### src/include/clkdist_pkg.sv
package clkdist_pkg;

  // structure of the clock trees
  localparam int NUM_SRC = 7;
  localparam int NUM_DIG = 8;
  localparam int NUM_ANA = 4;
  localparam int DIV_W = 16;
  localparam int SEL_W = 3;
  localparam int SKEW_W = 4;
  localparam int PIN_W = 16;
  localparam int RTC_CNT_W = 16;
  localparam int APB_ADDR_W = 8;

  // system clock rate, MHz
  localparam int SYS_CLK_MHZ = 100;

  // source indices on the seven-way source bus
  localparam logic [SEL_W-1:0] SRC_FAST_INTERNAL = 3'h0;
  localparam logic [SEL_W-1:0] SRC_FAST_CRYSTAL = 3'h1;
  localparam logic [SEL_W-1:0] SRC_WATCH_CRYSTAL = 3'h2;
  localparam logic [SEL_W-1:0] SRC_SLOW_INTERNAL = 3'h3;
  localparam logic [SEL_W-1:0] SRC_PLL = 3'h4;
  localparam logic [SEL_W-1:0] SRC_INTERCONNECT = 3'h5;
  localparam logic [SEL_W-1:0] SRC_SLOW_FAST_TAP = 3'h6;
  localparam logic [SEL_W-1:0] SRC_LOCAL = 3'h7;

  // doubler input choices
  localparam logic [1:0] DBL_FROM_INTERNAL = 2'h0;
  localparam logic [1:0] DBL_FROM_INTERCONNECT = 2'h1;
  localparam logic [1:0] DBL_FROM_CRYSTAL = 2'h2;

  // register byte offsets
  localparam logic [APB_ADDR_W-1:0] OFF_CTRL = 8'h00;
  localparam logic [APB_ADDR_W-1:0] OFF_BUS_DIV = 8'h04;
  localparam logic [APB_ADDR_W-1:0] OFF_CPU_DIV = 8'h08;
  localparam logic [APB_ADDR_W-1:0] OFF_STATUS = 8'h0c;
  localparam logic [2:0] OFF_DIG_PAGE = 3'h1;
  localparam logic [3:0] OFF_ANA_PAGE = 4'h4;

  // control word fields
  localparam int CTRL_MASTER_LSB = 0;
  localparam int CTRL_USB_SEL_BIT = 4;
  localparam int CTRL_DBL_LSB = 5;
  localparam int CTRL_WATCH_LP_BIT = 8;

  // divider word fields
  localparam int DIV_RATIO_LSB = 0;
  localparam int DIV_SEL_LSB = 16;
  localparam int DIV_EN_BIT = 20;
  localparam int DIV_CHAIN_BIT = 21;
  localparam int DIV_SKEW_LSB = 24;

  // smallest division ratio and watch crystal rate
  localparam logic [DIV_W-1:0] DIV_RATIO_MIN = 16'h0002;
  localparam int WATCH_EDGES_PER_SEC = 32768;

endpackage

### src/include/div_cfg_if.sv
interface div_cfg_if;
  logic en;
  logic [clkdist_pkg::DIV_W-1:0] ratio;
  logic [clkdist_pkg::SEL_W-1:0] sel;
  logic [clkdist_pkg::SKEW_W-1:0] skew;
  logic [7:0] src;
  logic out;

  modport ctrl
  (
    output en,
    output ratio,
    output sel,
    output skew,
    output src,
    input out
  );

  modport div
  (
    input en,
    input ratio,
    input sel,
    input skew,
    input src,
    output out
  );
endinterface

### src/hdl/clock_distribution_dividers.sv
// What this block does
// RULE_01: seven clock sources feed every clock tree
// RULE_02: master clock selects the fastest source; code uses whichever source master_sel picks
// RULE_03: sixteen-bit divider makes bus clock from master
// RULE_04: processor divider takes bus clock as source
// RULE_05: eight programmable digital dividers, any source
// RULE_06: four more dividers for analog parts
// RULE_07: analog dividers have programmable skew delay
// RULE_08: each divider has eight-way source mux; bus and cpu dividers tie theirs to input 0
// RULE_09: ratio two upward, about half duty
// RULE_10: outputs retimed to master clock, deglitched; code retimes them to clk_sys
// RULE_11: digital output chains back as source
// RULE_12: extra interconnect clock per digital divider
// RULE_13: pin and logic clocks enter as sources
// RULE_14: usb clock at forty-eight megahertz
// RULE_15: usb clock crosses through synchroniser
// RULE_16: usb clock from direct or doubled source
// RULE_17: watch crystal drives sleep tick, second pulse
// RULE_18: watch crystal has two power modes
// RULE_19: doubler turns twenty-four into forty-eight
// RULE_20: disabled low, changes at period boundary
// RULE_21: reset disables dividers, master on internal
module clock_distribution_dividers
#(
  parameter int RTC_DIV = clkdist_pkg::WATCH_EDGES_PER_SEC
)
(
  input wire logic clk_sys,
  input wire logic rst_b,
  input wire logic psel,
  input wire logic penable,
  input wire logic pwrite,
  input wire logic [clkdist_pkg::APB_ADDR_W-1:0] paddr,
  input wire logic [31:0] pwdata,
  output logic [31:0] prdata,
  output logic pready,
  output logic pslverr,
  input wire logic [clkdist_pkg::NUM_SRC-1:0] clk_src_pins,
  input wire logic [clkdist_pkg::NUM_DIG-1:0] interconnect_clk,
  input wire logic usb_interconnect_48,
  output logic master_clk_out,
  output wire logic bus_clk_out,
  output wire logic cpu_clk_out,
  output wire logic [clkdist_pkg::NUM_DIG-1:0] dig_clk_out,
  output wire logic [clkdist_pkg::NUM_ANA-1:0] ana_clk_out,
  output logic usb_clk_out,
  output logic sleep_tick,
  output logic rtc_second,
  output logic watch_low_power
);

  localparam logic [clkdist_pkg::RTC_CNT_W-1:0] RTC_LAST =
    clkdist_pkg::RTC_CNT_W'(RTC_DIV - 1);

  typedef struct packed {
    logic [clkdist_pkg::PIN_W-1:0] sync1;
    logic [clkdist_pkg::PIN_W-1:0] sync2;
    logic [clkdist_pkg::PIN_W-1:0] sync3;
    logic [clkdist_pkg::PIN_W-1:0] filt;
    logic [clkdist_pkg::SEL_W-1:0] master_sel;
    logic usb_sel;
    logic [1:0] dbl_src;
    logic watch_lp;
    logic [clkdist_pkg::DIV_W-1:0] bus_ratio;
    logic bus_en;
    logic [clkdist_pkg::DIV_W-1:0] cpu_ratio;
    logic cpu_en;
    logic [clkdist_pkg::NUM_DIG-1:0][clkdist_pkg::DIV_W-1:0] dig_ratio;
    logic [clkdist_pkg::NUM_DIG-1:0][clkdist_pkg::SEL_W-1:0] dig_sel;
    logic [clkdist_pkg::NUM_DIG-1:0] dig_en;
    logic [clkdist_pkg::NUM_DIG-1:0] dig_chain;
    logic [clkdist_pkg::NUM_ANA-1:0][clkdist_pkg::DIV_W-1:0] ana_ratio;
    logic [clkdist_pkg::NUM_ANA-1:0][clkdist_pkg::SEL_W-1:0] ana_sel;
    logic [clkdist_pkg::NUM_ANA-1:0] ana_en;
    logic [clkdist_pkg::NUM_ANA-1:0][clkdist_pkg::SKEW_W-1:0] ana_skew;
    logic master_clk;
    logic usb_clk;
    logic dbl_prev;
    logic watch_prev;
    logic [clkdist_pkg::RTC_CNT_W-1:0] rtc_cnt;
    logic rtc_second;
    logic sleep_tick;
    logic [31:0] prdata;
    logic pslverr;
  } top_state_type;

  top_state_type st_reg;
  top_state_type st_next;

  logic [clkdist_pkg::NUM_SRC-1:0] srcs;
  logic [7:0] srcs8;
  logic [clkdist_pkg::NUM_DIG-1:0] ic_clk;
  logic usb48;
  logic dbl_in;
  logic watch_rise;
  logic setup_ph;
  logic access_ph;
  logic hit;
  logic [31:0] rd_word;
  logic [2:0] dig_idx;
  logic [1:0] ana_idx;
  logic dig_page;
  logic ana_page;
  logic [clkdist_pkg::SKEW_W-1:0] unused_skew;

  // filtered pin view: seven sources, eight extra clocks, usb 48 [RULE_01] [RULE_13]
  assign srcs = st_reg.filt[clkdist_pkg::NUM_SRC-1:0];
  assign srcs8 = {1'b0, srcs}; // unused eighth master choice reads low
  assign ic_clk = st_reg.filt[14:7]; // [RULE_12]
  assign usb48 = st_reg.filt[15];
  assign unused_skew = '0;

  // apb decode; registers are one aligned word each
  assign setup_ph = psel && !penable;
  assign access_ph = psel && penable;
  assign dig_idx = paddr[4:2];
  assign ana_idx = paddr[3:2];
  assign dig_page = (paddr[7:5] == clkdist_pkg::OFF_DIG_PAGE) && (paddr[1:0] == 2'h0);
  assign ana_page = (paddr[7:4] == clkdist_pkg::OFF_ANA_PAGE) && (paddr[1:0] == 2'h0);

  // read mux; unmapped addresses read zero and flag an error
  always_comb
  begin
    rd_word = '0;
    hit = 1'b1;
    if (paddr == clkdist_pkg::OFF_CTRL)
    begin
      rd_word[clkdist_pkg::CTRL_MASTER_LSB +: 3] = st_reg.master_sel;
      rd_word[clkdist_pkg::CTRL_USB_SEL_BIT] = st_reg.usb_sel;
      rd_word[clkdist_pkg::CTRL_DBL_LSB +: 2] = st_reg.dbl_src;
      rd_word[clkdist_pkg::CTRL_WATCH_LP_BIT] = st_reg.watch_lp;
    end
    else if (paddr == clkdist_pkg::OFF_BUS_DIV)
    begin
      rd_word[clkdist_pkg::DIV_RATIO_LSB +: 16] = st_reg.bus_ratio;
      rd_word[clkdist_pkg::DIV_EN_BIT] = st_reg.bus_en;
    end
    else if (paddr == clkdist_pkg::OFF_CPU_DIV)
    begin
      rd_word[clkdist_pkg::DIV_RATIO_LSB +: 16] = st_reg.cpu_ratio;
      rd_word[clkdist_pkg::DIV_EN_BIT] = st_reg.cpu_en;
    end
    else if (paddr == clkdist_pkg::OFF_STATUS)
      rd_word[15:0] = {usb_clk_out, st_reg.master_clk, cpu_clk_out, bus_clk_out,
        ana_clk_out, dig_clk_out};
    else if (dig_page)
    begin
      rd_word[clkdist_pkg::DIV_RATIO_LSB +: 16] = st_reg.dig_ratio[dig_idx];
      rd_word[clkdist_pkg::DIV_SEL_LSB +: 3] = st_reg.dig_sel[dig_idx];
      rd_word[clkdist_pkg::DIV_EN_BIT] = st_reg.dig_en[dig_idx];
      rd_word[clkdist_pkg::DIV_CHAIN_BIT] = st_reg.dig_chain[dig_idx];
    end
    else if (ana_page)
    begin
      rd_word[clkdist_pkg::DIV_RATIO_LSB +: 16] = st_reg.ana_ratio[ana_idx];
      rd_word[clkdist_pkg::DIV_SEL_LSB +: 3] = st_reg.ana_sel[ana_idx];
      rd_word[clkdist_pkg::DIV_EN_BIT] = st_reg.ana_en[ana_idx];
      rd_word[clkdist_pkg::DIV_SKEW_LSB +: 4] = st_reg.ana_skew[ana_idx];
    end
    else
      hit = 1'b0;
  end

  // next state: synchronisers, master mux, usb, watch, register writes
  always_comb
  begin
    st_next = st_reg;
    // three flops, a change counts once the second and third agree [RULE_13] [RULE_15]
    st_next.sync1 = {usb_interconnect_48, interconnect_clk, clk_src_pins};
    st_next.sync2 = st_reg.sync1;
    st_next.sync3 = st_reg.sync2;
    st_next.filt = (~(st_reg.sync2 ^ st_reg.sync3) & st_reg.sync2) |
      ((st_reg.sync2 ^ st_reg.sync3) & st_reg.filt);
    // master clock reference pick [RULE_02]
    st_next.master_clk = srcs8[st_reg.master_sel];
    // doubler: one pulse per edge of the 24 MHz source [RULE_19]
    case (st_reg.dbl_src)
      clkdist_pkg::DBL_FROM_INTERNAL: dbl_in = srcs[clkdist_pkg::SRC_FAST_INTERNAL];
      clkdist_pkg::DBL_FROM_INTERCONNECT: dbl_in = srcs[clkdist_pkg::SRC_INTERCONNECT];
      default: dbl_in = srcs[clkdist_pkg::SRC_FAST_CRYSTAL];
    endcase
    st_next.dbl_prev = dbl_in;
    // usb domain clock, direct 48 or doubled 24 [RULE_14] [RULE_16]
    st_next.usb_clk = st_reg.usb_sel ? (dbl_in ^ st_reg.dbl_prev) : usb48;
    // watch crystal: sleep tick on each rising edge, second pulse after a full count [RULE_17]
    watch_rise = srcs[clkdist_pkg::SRC_WATCH_CRYSTAL] & ~st_reg.watch_prev;
    st_next.watch_prev = srcs[clkdist_pkg::SRC_WATCH_CRYSTAL];
    st_next.sleep_tick = watch_rise;
    st_next.rtc_second = 1'b0;
    if (watch_rise)
    begin
      if (st_reg.rtc_cnt == RTC_LAST)
      begin
        st_next.rtc_cnt = '0;
        st_next.rtc_second = 1'b1;
      end
      else
        st_next.rtc_cnt = st_reg.rtc_cnt + 16'h0001;
    end
    // read data and error are caught in the setup cycle, so both come from flops
    if (setup_ph)
    begin
      st_next.prdata = rd_word;
      st_next.pslverr = ~hit;
    end
    // writes take effect at the access edge; status is read only
    if (access_ph && pwrite)
    begin
      if (paddr == clkdist_pkg::OFF_CTRL)
      begin
        st_next.master_sel = pwdata[clkdist_pkg::CTRL_MASTER_LSB +: 3];
        st_next.usb_sel = pwdata[clkdist_pkg::CTRL_USB_SEL_BIT];
        st_next.dbl_src = pwdata[clkdist_pkg::CTRL_DBL_LSB +: 2];
        st_next.watch_lp = pwdata[clkdist_pkg::CTRL_WATCH_LP_BIT]; // [RULE_18]
      end
      else if (paddr == clkdist_pkg::OFF_BUS_DIV)
      begin
        st_next.bus_ratio = pwdata[clkdist_pkg::DIV_RATIO_LSB +: 16];
        st_next.bus_en = pwdata[clkdist_pkg::DIV_EN_BIT];
      end
      else if (paddr == clkdist_pkg::OFF_CPU_DIV)
      begin
        st_next.cpu_ratio = pwdata[clkdist_pkg::DIV_RATIO_LSB +: 16];
        st_next.cpu_en = pwdata[clkdist_pkg::DIV_EN_BIT];
      end
      else if (dig_page)
      begin
        st_next.dig_ratio[dig_idx] = pwdata[clkdist_pkg::DIV_RATIO_LSB +: 16];
        st_next.dig_sel[dig_idx] = pwdata[clkdist_pkg::DIV_SEL_LSB +: 3];
        st_next.dig_en[dig_idx] = pwdata[clkdist_pkg::DIV_EN_BIT];
        st_next.dig_chain[dig_idx] = pwdata[clkdist_pkg::DIV_CHAIN_BIT];
      end
      else if (ana_page)
      begin
        st_next.ana_ratio[ana_idx] = pwdata[clkdist_pkg::DIV_RATIO_LSB +: 16];
        st_next.ana_sel[ana_idx] = pwdata[clkdist_pkg::DIV_SEL_LSB +: 3];
        st_next.ana_en[ana_idx] = pwdata[clkdist_pkg::DIV_EN_BIT];
        st_next.ana_skew[ana_idx] = pwdata[clkdist_pkg::DIV_SKEW_LSB +: 4];
      end
    end
  end

  // all zero: dividers off, master on fast internal osc (index 0) [RULE_21]
  always_ff @(posedge clk_sys or negedge rst_b)
  begin
    if (!rst_b)
      st_reg <= '0;
    else
      st_reg <= st_next;
  end

  // bus divider runs off the master clock only [RULE_03]
  div_cfg_if bus_if();
  assign bus_if.en = st_reg.bus_en;
  assign bus_if.ratio = st_reg.bus_ratio;
  assign bus_if.sel = 3'h0;
  assign bus_if.skew = unused_skew;
  assign bus_if.src = {srcs, st_reg.master_clk};
  assign bus_clk_out = bus_if.out;
  clk_divider #(.HAS_SKEW(1'b0)) u_bus_div (.clk_sys(clk_sys), .rst_b(rst_b), .cfg(bus_if));

  // processor divider hangs off the bus clock, not the master [RULE_04]
  div_cfg_if cpu_if();
  assign cpu_if.en = st_reg.cpu_en;
  assign cpu_if.ratio = st_reg.cpu_ratio;
  assign cpu_if.sel = 3'h0;
  assign cpu_if.skew = unused_skew;
  assign cpu_if.src = {srcs, bus_clk_out};
  assign cpu_clk_out = cpu_if.out;
  clk_divider #(.HAS_SKEW(1'b0)) u_cpu_div (.clk_sys(clk_sys), .rst_b(rst_b), .cfg(cpu_if));

  // digital dividers; eighth input is own interconnect clock or chained neighbour
  for (genvar g = 0; g < clkdist_pkg::NUM_DIG; g++)
  begin : gen_dig
    div_cfg_if dig_if();
    assign dig_if.en = st_reg.dig_en[g]; // [RULE_05]
    assign dig_if.ratio = st_reg.dig_ratio[g];
    assign dig_if.sel = st_reg.dig_sel[g];
    assign dig_if.skew = unused_skew;
    assign dig_if.src = {st_reg.dig_chain[g] ? dig_clk_out[(g + 7) % 8] : ic_clk[g],
      srcs}; // [RULE_11] [RULE_12]
    assign dig_clk_out[g] = dig_if.out;
    clk_divider #(.HAS_SKEW(1'b0)) u_dig_div (.clk_sys(clk_sys), .rst_b(rst_b),
      .cfg(dig_if));
  end

  // analog dividers with skew; eighth input is the master clock
  for (genvar a = 0; a < clkdist_pkg::NUM_ANA; a++)
  begin : gen_ana
    div_cfg_if ana_if();
    assign ana_if.en = st_reg.ana_en[a]; // [RULE_06]
    assign ana_if.ratio = st_reg.ana_ratio[a];
    assign ana_if.sel = st_reg.ana_sel[a];
    assign ana_if.skew = st_reg.ana_skew[a]; // [RULE_07]
    assign ana_if.src = {st_reg.master_clk, srcs};
    assign ana_clk_out[a] = ana_if.out;
    clk_divider #(.HAS_SKEW(1'b1)) u_ana_div (.clk_sys(clk_sys), .rst_b(rst_b),
      .cfg(ana_if));
  end

  // outputs; apb never waits
  assign pready = 1'b1;
  assign prdata = st_reg.prdata;
  assign pslverr = st_reg.pslverr;
  assign master_clk_out = st_reg.master_clk;
  assign usb_clk_out = st_reg.usb_clk;
  assign sleep_tick = st_reg.sleep_tick;
  assign rtc_second = st_reg.rtc_second;
  assign watch_low_power = st_reg.watch_lp;

  reset_state_a: assert property (@(posedge clk_sys) disable iff (!rst_b) // [RULE_21]
    $rose(rst_b) |-> (st_reg.master_sel == 3'h0) && (st_reg.dig_en == '0) &&
    (st_reg.ana_en == '0) && !st_reg.bus_en && !st_reg.cpu_en)
    else $error("reset settings wrong");

  unmapped_err_a: assert property (@(posedge clk_sys) disable iff (!rst_b)
    (setup_ph && !hit) ##1 access_ph |-> pslverr && (prdata == 32'h0000_0000))
    else $error("unmapped access not flagged");

  bus_write_a: assert property (@(posedge clk_sys) disable iff (!rst_b) // [RULE_03]
    (access_ph && pwrite && (paddr == 8'h04)) |=> st_reg.bus_ratio == $past(pwdata[15:0]))
    else $error("bus divider write lost");

  rtc_second_a: assert property (@(posedge clk_sys) disable iff (!rst_b) // [RULE_17]
    rtc_second |-> (st_reg.rtc_cnt == '0) && ($past(st_reg.rtc_cnt) == RTC_LAST) ##1
    !rtc_second)
    else $error("second pulse wrong");

  usb_double_a: assert property (@(posedge clk_sys) disable iff (!rst_b) // [RULE_19]
    $past(st_reg.usb_sel) |-> usb_clk_out == (st_reg.dbl_prev ^ $past(st_reg.dbl_prev)))
    else $error("doubled usb clock wrong");

  usb_direct_a: assert property (@(posedge clk_sys) disable iff (!rst_b) // [RULE_14]
    !$past(st_reg.usb_sel) |-> usb_clk_out == $past(usb48))
    else $error("direct usb clock wrong");

  pin_filter_a: assert property (@(posedge clk_sys) disable iff (!rst_b) // [RULE_13]
    ((st_reg.filt ^ $past(st_reg.filt)) & ($past(st_reg.sync2) ^ $past(st_reg.sync3))) == '0)
    else $error("pin filter passed an unsettled change");

  sleep_tick_a: assert property (@(posedge clk_sys) disable iff (!rst_b) // [RULE_17]
    sleep_tick == ($past(srcs[clkdist_pkg::SRC_WATCH_CRYSTAL]) && !$past(st_reg.watch_prev)))
    else $error("sleep tick wrong");

endmodule

### src/hdl/clk_divider.sv
module clk_divider
#(
  parameter bit HAS_SKEW = 1'b0
)
(
  input wire logic clk_sys,
  input wire logic rst_b,
  div_cfg_if.div cfg
);

  typedef struct packed {
    logic en;
    logic [clkdist_pkg::DIV_W-1:0] ratio;
    logic [clkdist_pkg::SEL_W-1:0] sel;
    logic [clkdist_pkg::SKEW_W-1:0] skew;
    logic prev;
    logic [clkdist_pkg::DIV_W-1:0] cnt;
    logic out;
    logic [15:0] hist;
    logic tap;
  } div_state_type;

  div_state_type st_reg;
  div_state_type st_next;
  logic [clkdist_pkg::DIV_W-1:0] ratio_req;
  logic [clkdist_pkg::DIV_W-1:0] cnt_inc;
  logic rise;
  logic wrap;

  // divider core; settings only move at a period boundary so no runt pulse
  always_comb
  begin
    st_next = st_reg;
    ratio_req = (cfg.ratio < clkdist_pkg::DIV_RATIO_MIN) ? clkdist_pkg::DIV_RATIO_MIN
      : cfg.ratio; // [RULE_09]
    rise = cfg.src[st_reg.sel] & ~st_reg.prev; // [RULE_08]
    cnt_inc = st_reg.cnt + 16'h0001;
    wrap = rise && (cnt_inc == st_reg.ratio);
    st_next.prev = cfg.src[st_reg.sel];
    if (!st_reg.en || wrap)
    begin
      // boundary: take new setting, disabled divider sits low [RULE_20]
      st_next.en = cfg.en;
      st_next.ratio = ratio_req;
      st_next.sel = cfg.sel;
      st_next.skew = HAS_SKEW ? cfg.skew : 4'h0;
      st_next.cnt = '0;
      st_next.out = cfg.en;
      st_next.prev = cfg.src[cfg.sel]; // new source must not fake an edge
    end
    else if (rise)
    begin
      st_next.cnt = cnt_inc;
      st_next.out = (cnt_inc < (st_reg.ratio >> 1)); // high half, low half [RULE_09]
    end
    // skew tap delays the edge by whole system clock cycles [RULE_07]
    st_next.hist = {st_reg.hist[14:0], st_reg.out};
    st_next.tap = (st_reg.skew == 4'h0) ? st_reg.out
      : st_reg.hist[st_reg.skew - 4'h1]; // [RULE_10]
  end

  // all state on the system clock clk_sys
  always_ff @(posedge clk_sys or negedge rst_b)
  begin
    if (!rst_b)
      st_reg <= '0; // [RULE_21]
    else
      st_reg <= st_next;
  end

  assign cfg.out = st_reg.tap; // retimed to clk_sys, never straight from the mux [RULE_10]

  dis_low_a: assert property (@(posedge clk_sys) disable iff (!rst_b) // [RULE_20]
    !st_reg.en |-> ##1 !st_reg.tap ##[0:16] !st_reg.tap)
    else $error("disabled divider output not low");

  duty_half_a: assert property (@(posedge clk_sys) disable iff (!rst_b) // [RULE_09]
    st_reg.en |-> (st_reg.out == (st_reg.cnt < (st_reg.ratio >> 1))) &&
    (st_reg.ratio >= 16'h0002))
    else $error("divider duty or ratio wrong");

  cnt_range_a: assert property (@(posedge clk_sys) disable iff (!rst_b) // [RULE_09]
    st_reg.en |-> st_reg.cnt < st_reg.ratio)
    else $error("divider count out of range");

  boundary_load_a: assert property (@(posedge clk_sys) disable iff (!rst_b) // [RULE_20]
    ($past(st_reg.en) && ($changed(st_reg.ratio) || $changed(st_reg.sel))) |->
    st_reg.cnt == '0)
    else $error("setting changed mid period");

  skew_delay_a: assert property (@(posedge clk_sys) disable iff (!rst_b) // [RULE_07]
    (st_reg.skew == 4'h3) && $stable(st_reg.skew) && ($past(st_reg.skew, 4) == 4'h3) |->
    st_reg.tap == $past(st_reg.out, 4))
    else $error("skew delay wrong");

endmodule

### config.mk
export PLATFORM = sky130hd
export DESIGN_NAME = clock_distribution_dividers
export DESIGN_NICKNAME = d
export VERILOG_FILES = /design/src/include/clkdist_pkg.sv /design/src/include/div_cfg_if.sv /design/src/hdl/clock_distribution_dividers.sv /design/src/hdl/clk_divider.sv
export SDC_FILE = /design/constraint.sdc
export NUM_CORES = 2
export LEC_CHECK = 0
export BUFFER_PORTS_ARGS = -buffer_cell sky130_fd_sc_hd__clkbuf_2
export CAP_MARGIN = 20
export CORE_UTILIZATION = 40
export CTS_CLUSTER_SIZE = 8
export DETAILED_ROUTE_END_ITERATION = 16
export HOLD_SLACK_MARGIN = 0.12
export PLACE_DENSITY_LB_ADDON = 0.3
export SLEW_MARGIN = 20
export SYNTH_ARGS = -nofsm -noshare
export SYNTH_HDL_FRONTEND = slang
export SYNTH_SLANG_ARGS = --single-unit
### constraint.sdc
create_clock -name clk_sys -period 4.9 [get_ports clk_sys]
set_input_delay 0.245 -clock clk_sys [delete_from_list [all_inputs] [get_ports clk_sys]]
set_output_delay 0.245 -clock clk_sys [all_outputs]
set_load 0.05 [all_outputs]
# Word level (Yosys, flattened, before mapping)

Index checks and enable logic that the tools add are counted.

$add $sub $neg: 19
$mul: 0
Div/mod/pow operators: 0
Magnitude comparators: 61
Equality and inequality tests: 21
Shifts and indexed selects: 0
Multiplexer cells: 202
Bitwise logic cells: 41
Reduce and logical (&&, ||, !) cells: 76

Operator list:

| kind                                                 | count |
|---|---|
| two-way mux 17 bit                                   | 28 |
| two-way mux 16 bit                                   | 22 |
| adder 16 x 1 -> 16 bit (second input constant)       | 15 |
| == test 16 bit                                       | 14 |
| < comparator 16 x 15 -> 1 bit                        | 14 |
| < comparator 16 x 2 -> 1 bit (second input constant) | 14 |
| bitwise mux 128 bit                                  | 1 |
| < comparator 3 x 4 -> 1 bit (second input constant)  | 26 |
| binary-select mux 1 bit (select 3 bit)               | 27 |
| two-way mux 1 bit                                    | 77 |
| bitwise mux 64 bit                                   | 1 |
| binary-select mux 16 bit (select 3 bit)              | 1 |
| demux 16 bit (select 3 bit)                          | 1 |
| two-way mux 19 bit                                   | 2 |
| bitwise AND 16 bit                                   | 2 |
| binary-select mux 16 bit (select 2 bit)              | 1 |
| demux 16 bit (select 2 bit)                          | 1 |
| two-way mux 4 bit                                    | 8 |
| nonzero test 2 bit                                   | 14 |
| two-way mux 3 bit                                    | 9 |
| bitwise mux 24 bit                                   | 1 |
| logical AND 1 bit                                    | 21 |
| < comparator 4 x 5 -> 1 bit (second input constant)  | 4 |
| NOT 1 bit                                            | 20 |
| other kinds (42)                                     | 96 |

Bits in registers: 1037
Latch bits: 0
RAM bits: 0
Memory bits (read-only): 0
Input port bits: 61
Output and inout port bits: 53
Logic and storage cells: 576
Memories: 0

# Depth between registers and ports, before layout

Depth after elaboration: 9
Depth in mapped cells: 13
Mapped depth without buffers: 12

# By module

From an unflattened synthesis, not the netlist that was laid out.

Cells, all modules: 5361
Area, all modules: 60699.5 µm²

By module, submodules not included:

| module                                 | instances | cells an instance | area an instance (µm²) | sequential area each (µm²) |
|---|---|---|---|---|
| clock_distribution_dividers            | 1         | 1248              | 18208.7                | 10435.0 |
| clk_divider (gen_dig[0].u_dig_div ...) | 5         | 275               | 2761.4                 | 975.9 |
| clk_divider (gen_ana[2].u_ana_div ...) | 2         | 314               | 3629.7                 | 1476.4 |
| clk_divider (gen_dig[6].u_dig_div ...) | 2         | 287               | 2782.7                 | 975.9 |
| clk_divider (gen_ana[0].u_ana_div)     | 1         | 333               | 3674.8                 | 1476.4 |
| clk_divider (gen_ana[1].u_ana_div)     | 1         | 323               | 3509.6                 | 1476.4 |
| clk_divider (gen_dig[3].u_dig_div)     | 1         | 298               | 2972.9                 | 975.9 |
| clk_divider (gen_dig[5].u_dig_div)     | 1         | 299               | 2922.8                 | 975.9 |
| clk_divider (gen_dig[4].u_dig_div)     | 1         | 283               | 2778.9                 | 975.9 |

# Worst setup path after synthesis

Ideal clock, no wire load.

Path kind: register -> register
From: register st_reg (netlist bit master_clk_out)
To: register gen_ana[0].u_ana_div.st_reg (netlist bit gen_ana[0].u_ana_div.st_next[1])
Setup time: 128 ps
Data arrival time: 3105 ps
Data required time: 4772 ps
Setup slack: 1668 ps
Stages on the path, launching flop included: 11
Buffers on the path: 3
Clock period less this slack: 3232 ps
Path through: dfrtp_1 > clkbuf_1 > mux2i_1 > nand3_1 > nand4_1 > or2_2 > clkbuf_1 > or4_1 > o41ai_4 > buf_4 > mux2_1

Word-level cells in the longest chain between the ends: 6
Elaborated cells on any way between the ends: 7
Classes of those cells: mux: 3; bitwise: 1; reduce/logical: 3

RTL lines:

| what                                                            | RTL line                           | RTL |
|---|---|---|
| from (decl)                                                     | clock_distribution_dividers.sv:87  | `top_state_type st_reg;` |
| from (signal assigned)                                          | clock_distribution_dividers.sv:249 | `st_reg <= st_next;` |
| binary-select mux 1 bit (select 3 bit) (*)                      | clk_divider.sv:36                  | `rise = cfg.src[st_reg.sel] & ~st_reg.prev;` |
| two-way mux 1 bit (not written as such) (*)                     | clk_divider.sv:36                  |  |
| bitwise AND 1 bit (*)                                           | clk_divider.sv:36                  |  |
| logical AND 1 bit                                               | clk_divider.sv:38                  | `wrap = rise && (cnt_inc == st_reg.ratio);` |
| logical OR 1 bit                                                | clk_divider.sv:40                  | `if (!st_reg.en \|\| wrap)` |
| two-way mux 17 bit / nonzero test 2 bit (equally long branches) | --                                 |  |
| to (signal assigned)                                            | clk_divider.sv:68                  | `st_reg <= st_next;` |
| to (decl)                                                       | clk_divider.sv:23                  | `div_state_type st_reg;` |

Every way passes the cells marked *; elsewhere a longest branch is shown, timed or not. The select of a mux whose other input is x is not followed.
A chain may end at the register's enable or synchronous reset.

# Worst setup path in the final report

From: register gen_dig[1].u_dig_div.st_reg[18] (netlist bit)
To: register gen_dig[1].u_dig_div.st_reg[40] (netlist bit)

Word-level cells in the longest chain between the ends: 4

RTL lines:

| what                   | RTL line          | RTL |
|---|---|---|
| from (decl)            | clk_divider.sv:23 |  |
| from (signal assigned) | clk_divider.sv:68 |  |
| adder 16 x 1 -> 16 bit | clk_divider.sv:37 | `cnt_inc = st_reg.cnt + 16'h0001;` |
| == test 16 bit         | clk_divider.sv:38 |  |
| logical AND 1 bit      | clk_divider.sv:38 |  |
| logical OR 1 bit       | clk_divider.sv:40 |  |

Every way passes these cells.

==> flow_metrics.env <==
export IMPL_syn_instance_count=5356
export IMPL_cts_made_buffers=149
export IMPL_skew_ns=0.0192
export IMPL_synth_mux_area_share_pct=18.3
export IMPL_setup_viol=0
export IMPL_cts_setup_buffers=0
export IMPL_p_leak_uw=0.0292
export IMPL_routed_via_density=5.63
export IMPL_cts_sinks=1037
export IMPL_first_global_vias=40700
export IMPL_post_synth_xor_area_fraction_pct=8.75
export IMPL_ioPinCount=114
export IMPL_die_h_um=386
export IMPL_syn_to_final_growth_pct=11.0
export IMPL_crit_path_start="gen_dig[1].u_dig_div.st_reg[18]"
export IMPL_path_class="reg2reg"
export IMPL_regToRegEndpoint="gen_dig[1].u_dig_div.st_reg[40]"
export IMPL_yosys_area_top_type="dfrtp_1"
export IMPL_synth_compound_area_share_pct=6.58
export IMPL_synth_fa_ha_area_share_pct=4.94
export IMPL_rows=140
export IMPL_tightest_slew_ns=1.05
export IMPL_hp_class="in2reg"
export IMPL_synth_edf_count=0
export IMPL_post_dp_hpwl_mm=115
export IMPL_netlist_area_leader_share_pct=44.1
export IMPL_cts_buffer_depth=3
export IMPL_cp_arrival_ns=4.82
export IMPL_grt_pass1_wl_mm=249
export IMPL_reg2regPathDepth=9
export IMPL_place_area_mm2=0.0608
export IMPL_grt_use_total_pct=21.7
export IMPL_synthFlopType="dfrtp_1"
export IMPL_maxCapViolCount=0
export IMPL_status="complete, no violations"
export IMPL_place_congestion=0.896
export IMPL_synth_top_family_by_area="multiplexers"
export IMPL_antenna_found_initial=20
export IMPL_ys_warn_count=0
export IMPL_drt_first_pass_iters=5
export IMPL_start_util_pct=40.3
export IMPL_relSlewSlack_pct=29.7
export IMPL_cp_data_required_time_ns=5.54
export IMPL_report_final_slew_viol_count=0
export IMPL_io_buffer_count=98
export IMPL_clk_pin_slew_ns=0.05
export IMPL_ir_drop_mv=0.352
export IMPL_hp_start="interconnect_clk[1]"
export IMPL_design_area_mm2=0.0653
export IMPL_endpoint_kind="flop"
export IMPL_root_buffer="clkbuf_16"
export IMPL_fin_crit_ns=4.18
export IMPL_synth_seq_area_share_pct=44.1
export IMPL_clock_fmax_mhz=239
export IMPL_overflow=0
export IMPL_fin_nets=5650
export IMPL_drive_above_1_share_pct=20.4
export IMPL_tns_ns=0
export IMPL_ys_types=97
export IMPL_endpoint="gen_dig[1].u_dig_div.st_reg[40]"
export IMPL_largest_reg_flops=296
export IMPL_start_kind="flop"
export IMPL_async_flop_share_pct=100
export IMPL_vias=41200
export IMPL_syn_cell_area_mm2=0.0589
export IMPL_die_area_mm2=0.149
export IMPL_finalHoldViolCount=0
export IMPL_rsz0062_at_grt="false"
export IMPL_drtIter0Drc=2965
export IMPL_reg2reg_slack_ns=0.72
export IMPL_r2r_start="gen_dig[1].u_dig_div.st_reg[18]"
export IMPL_postRouteWirelength_mm=160
export IMPL_wl_per_cell_um=21.9
export IMPL_syn_avg_cell_area_um2=11.0
export IMPL_power_density_mw_per_mm2=324
export IMPL_die_x_um=386
export IMPL_grt_max_degree=165
export IMPL_core_area_mm2=0.146
export IMPL_clkLatencyLatePin_ns=0.76
export IMPL_detail_route_antenna_nets=0
export IMPL_fin_crit_sh_pct=85.4
export IMPL_cts_max_level=4
export IMPL_ys_seq_elements=1037
export IMPL_synthTopCellsByArea="dfrtp_1 (44%), mux2_2 (11%), xnor2_1 (5.0%)"
export IMPL_cts_tree="built"
export IMPL_synthSimpleGateAreaFrac_pct=12.7
export IMPL_drc_errors=0
export IMPL_worstPathMaxFanout=30
power breakdown:
part           leakage [uW]  switching (uW)  internal (uW)  total [uW]
Clock               0.00199            3720           5570        9280
Combinational        0.0130            1570           1040        2610
Sequential           0.0142             373           8890        9260
layer usage:
layer  wire length, um  up-vias  track usage, %  part of all wire [%]
met5               164        -               0                  0.10
met4              5130       24            7.39                   3.2
met3             11000      319            5.12                   6.8
met2             71600     1136            33.2                    45
li1                  -    18900               -                     -
met1             72500    20800            30.2                    45
repair_timing:
| action | CTS | global route |
|---|---|---|
| hold buffers | 41 | 0 |
| hold endpoints to repair | 227 | 0 |
| gates resized for setup | 0 | 0 |
worst max-delay path, stage by stage (launching register included):
cell and delay (ns):
dfrtp_1 0.47, ha_1 0.36, nand2_1 0.19, nor3_1 0.41, o32ai_1 0.13, or4_1 0.51, a2111oi_0 0.69, a41oi_4 0.62
buf_4 0.39, mux2_1 0.31
final cells by class:
class | count | area (um^2)
tap | 1917 | 2400
clock buffer | 164 | 3920
inverter | 283 | 1060
fill | 13500 | 80600
sequential | 1037 | 25900
multi-input combinational | 3692 | 30300
timing repair buffer | 207 | 1560
antenna | 2 | 5.00
clock inverter | 11 | 119
worst min-delay path by stage:
stage                                       to  slack, ns  depth (start not counted)
6_report                          st_next[400]       0.20                          2
4_1_cts                           st_next[399]       0.14                          2
3_3_place_gp   gen_dig[3].u_dig_div.st_reg[34]       0.29                          1
5_1_grt                           st_next[399]       0.18                          2
2_1_floorplan       asynchronous set/reset pin      -0.05                          0
3_5_place_dp   gen_dig[3].u_dig_div.st_reg[34]       0.30                          1
cells by family after synthesis:
| family | after synthesis |
|---|---|
| and+or+nand+nor | 1480 |
| adders and majority gates | 236 |
| muxes | 842 |
| AOI/OAI and AO/OA | 561 |
| buffers and inverters | 633 |
| DFF | 1037 |
| other | 2 |
| xor gates and xnor gates | 565 |
synth_stat cells, drive strengths merged (9+ instances only):
library cell,instances
maj3,17
mux4,124
inv,282
or3,22
nand4,103
a21o,29
mux2i,108
xnor2,339
a21oi,114
and4,18
a221oi,17
nand2,323
o22ai,16
nand3,154
or4,22
o32ai,10
nand3b,14
a21boi,12
nor3b,13
and3b,9
dfrtp,1037
xor2,212
and2,61
buf,182
o2111ai,16
clkbuf,168
a31oi,27
nor3,109
o41ai,9
nor2b,31
nand2b,56
a2111oi,13
o31ai,18
and3,34
xnor3,14
a211oi,32
or2,19
mux2,610
o21ai,130
ha,219
o211ai,20
nor4,90
o21a,16
nor2,385
through the flow:
step | hold slack [ns] | setup slack, ns | utilization, % | power [uW] | cells
after floorplan | -0.0506 | 1.67 | - | 11000 | 5362
after global placement | 0.294 | 0.888 | 41.7 | 11900 | 7093
after detailed placement | 0.304 | 0.716 | 41.7 | 12000 | 7094
after CTS | 0.141 | 0.701 | 44.7 | 21400 | 7310
after global routing | 0.185 | 0.442 | 44.8 | 22000 | 7311
final | 0.200 | 0.715 | 44.8 | 21200 | 7313
layout by cell type, fill, tap and decap left out, drive strengths merged, types with 27 or more instances in the layout:
master and n:
dfrtp 1037, mux2 610, nor2 385, xnor2 339
nand2 323, inv 290, clkbuf 259, ha 219
xor2 212, nand3 154, o21ai 130, mux4 124
a21oi 114, nor3 109, mux2i 108, nand4 103
nor4 90, buf 72, and2 61, nand2b 56
dlygate4sd3 40, and3 34, a211oi 32, nor2b 31
a21o 29, a31oi 27
Note: power is estimated with default switching activity, not from simulation.
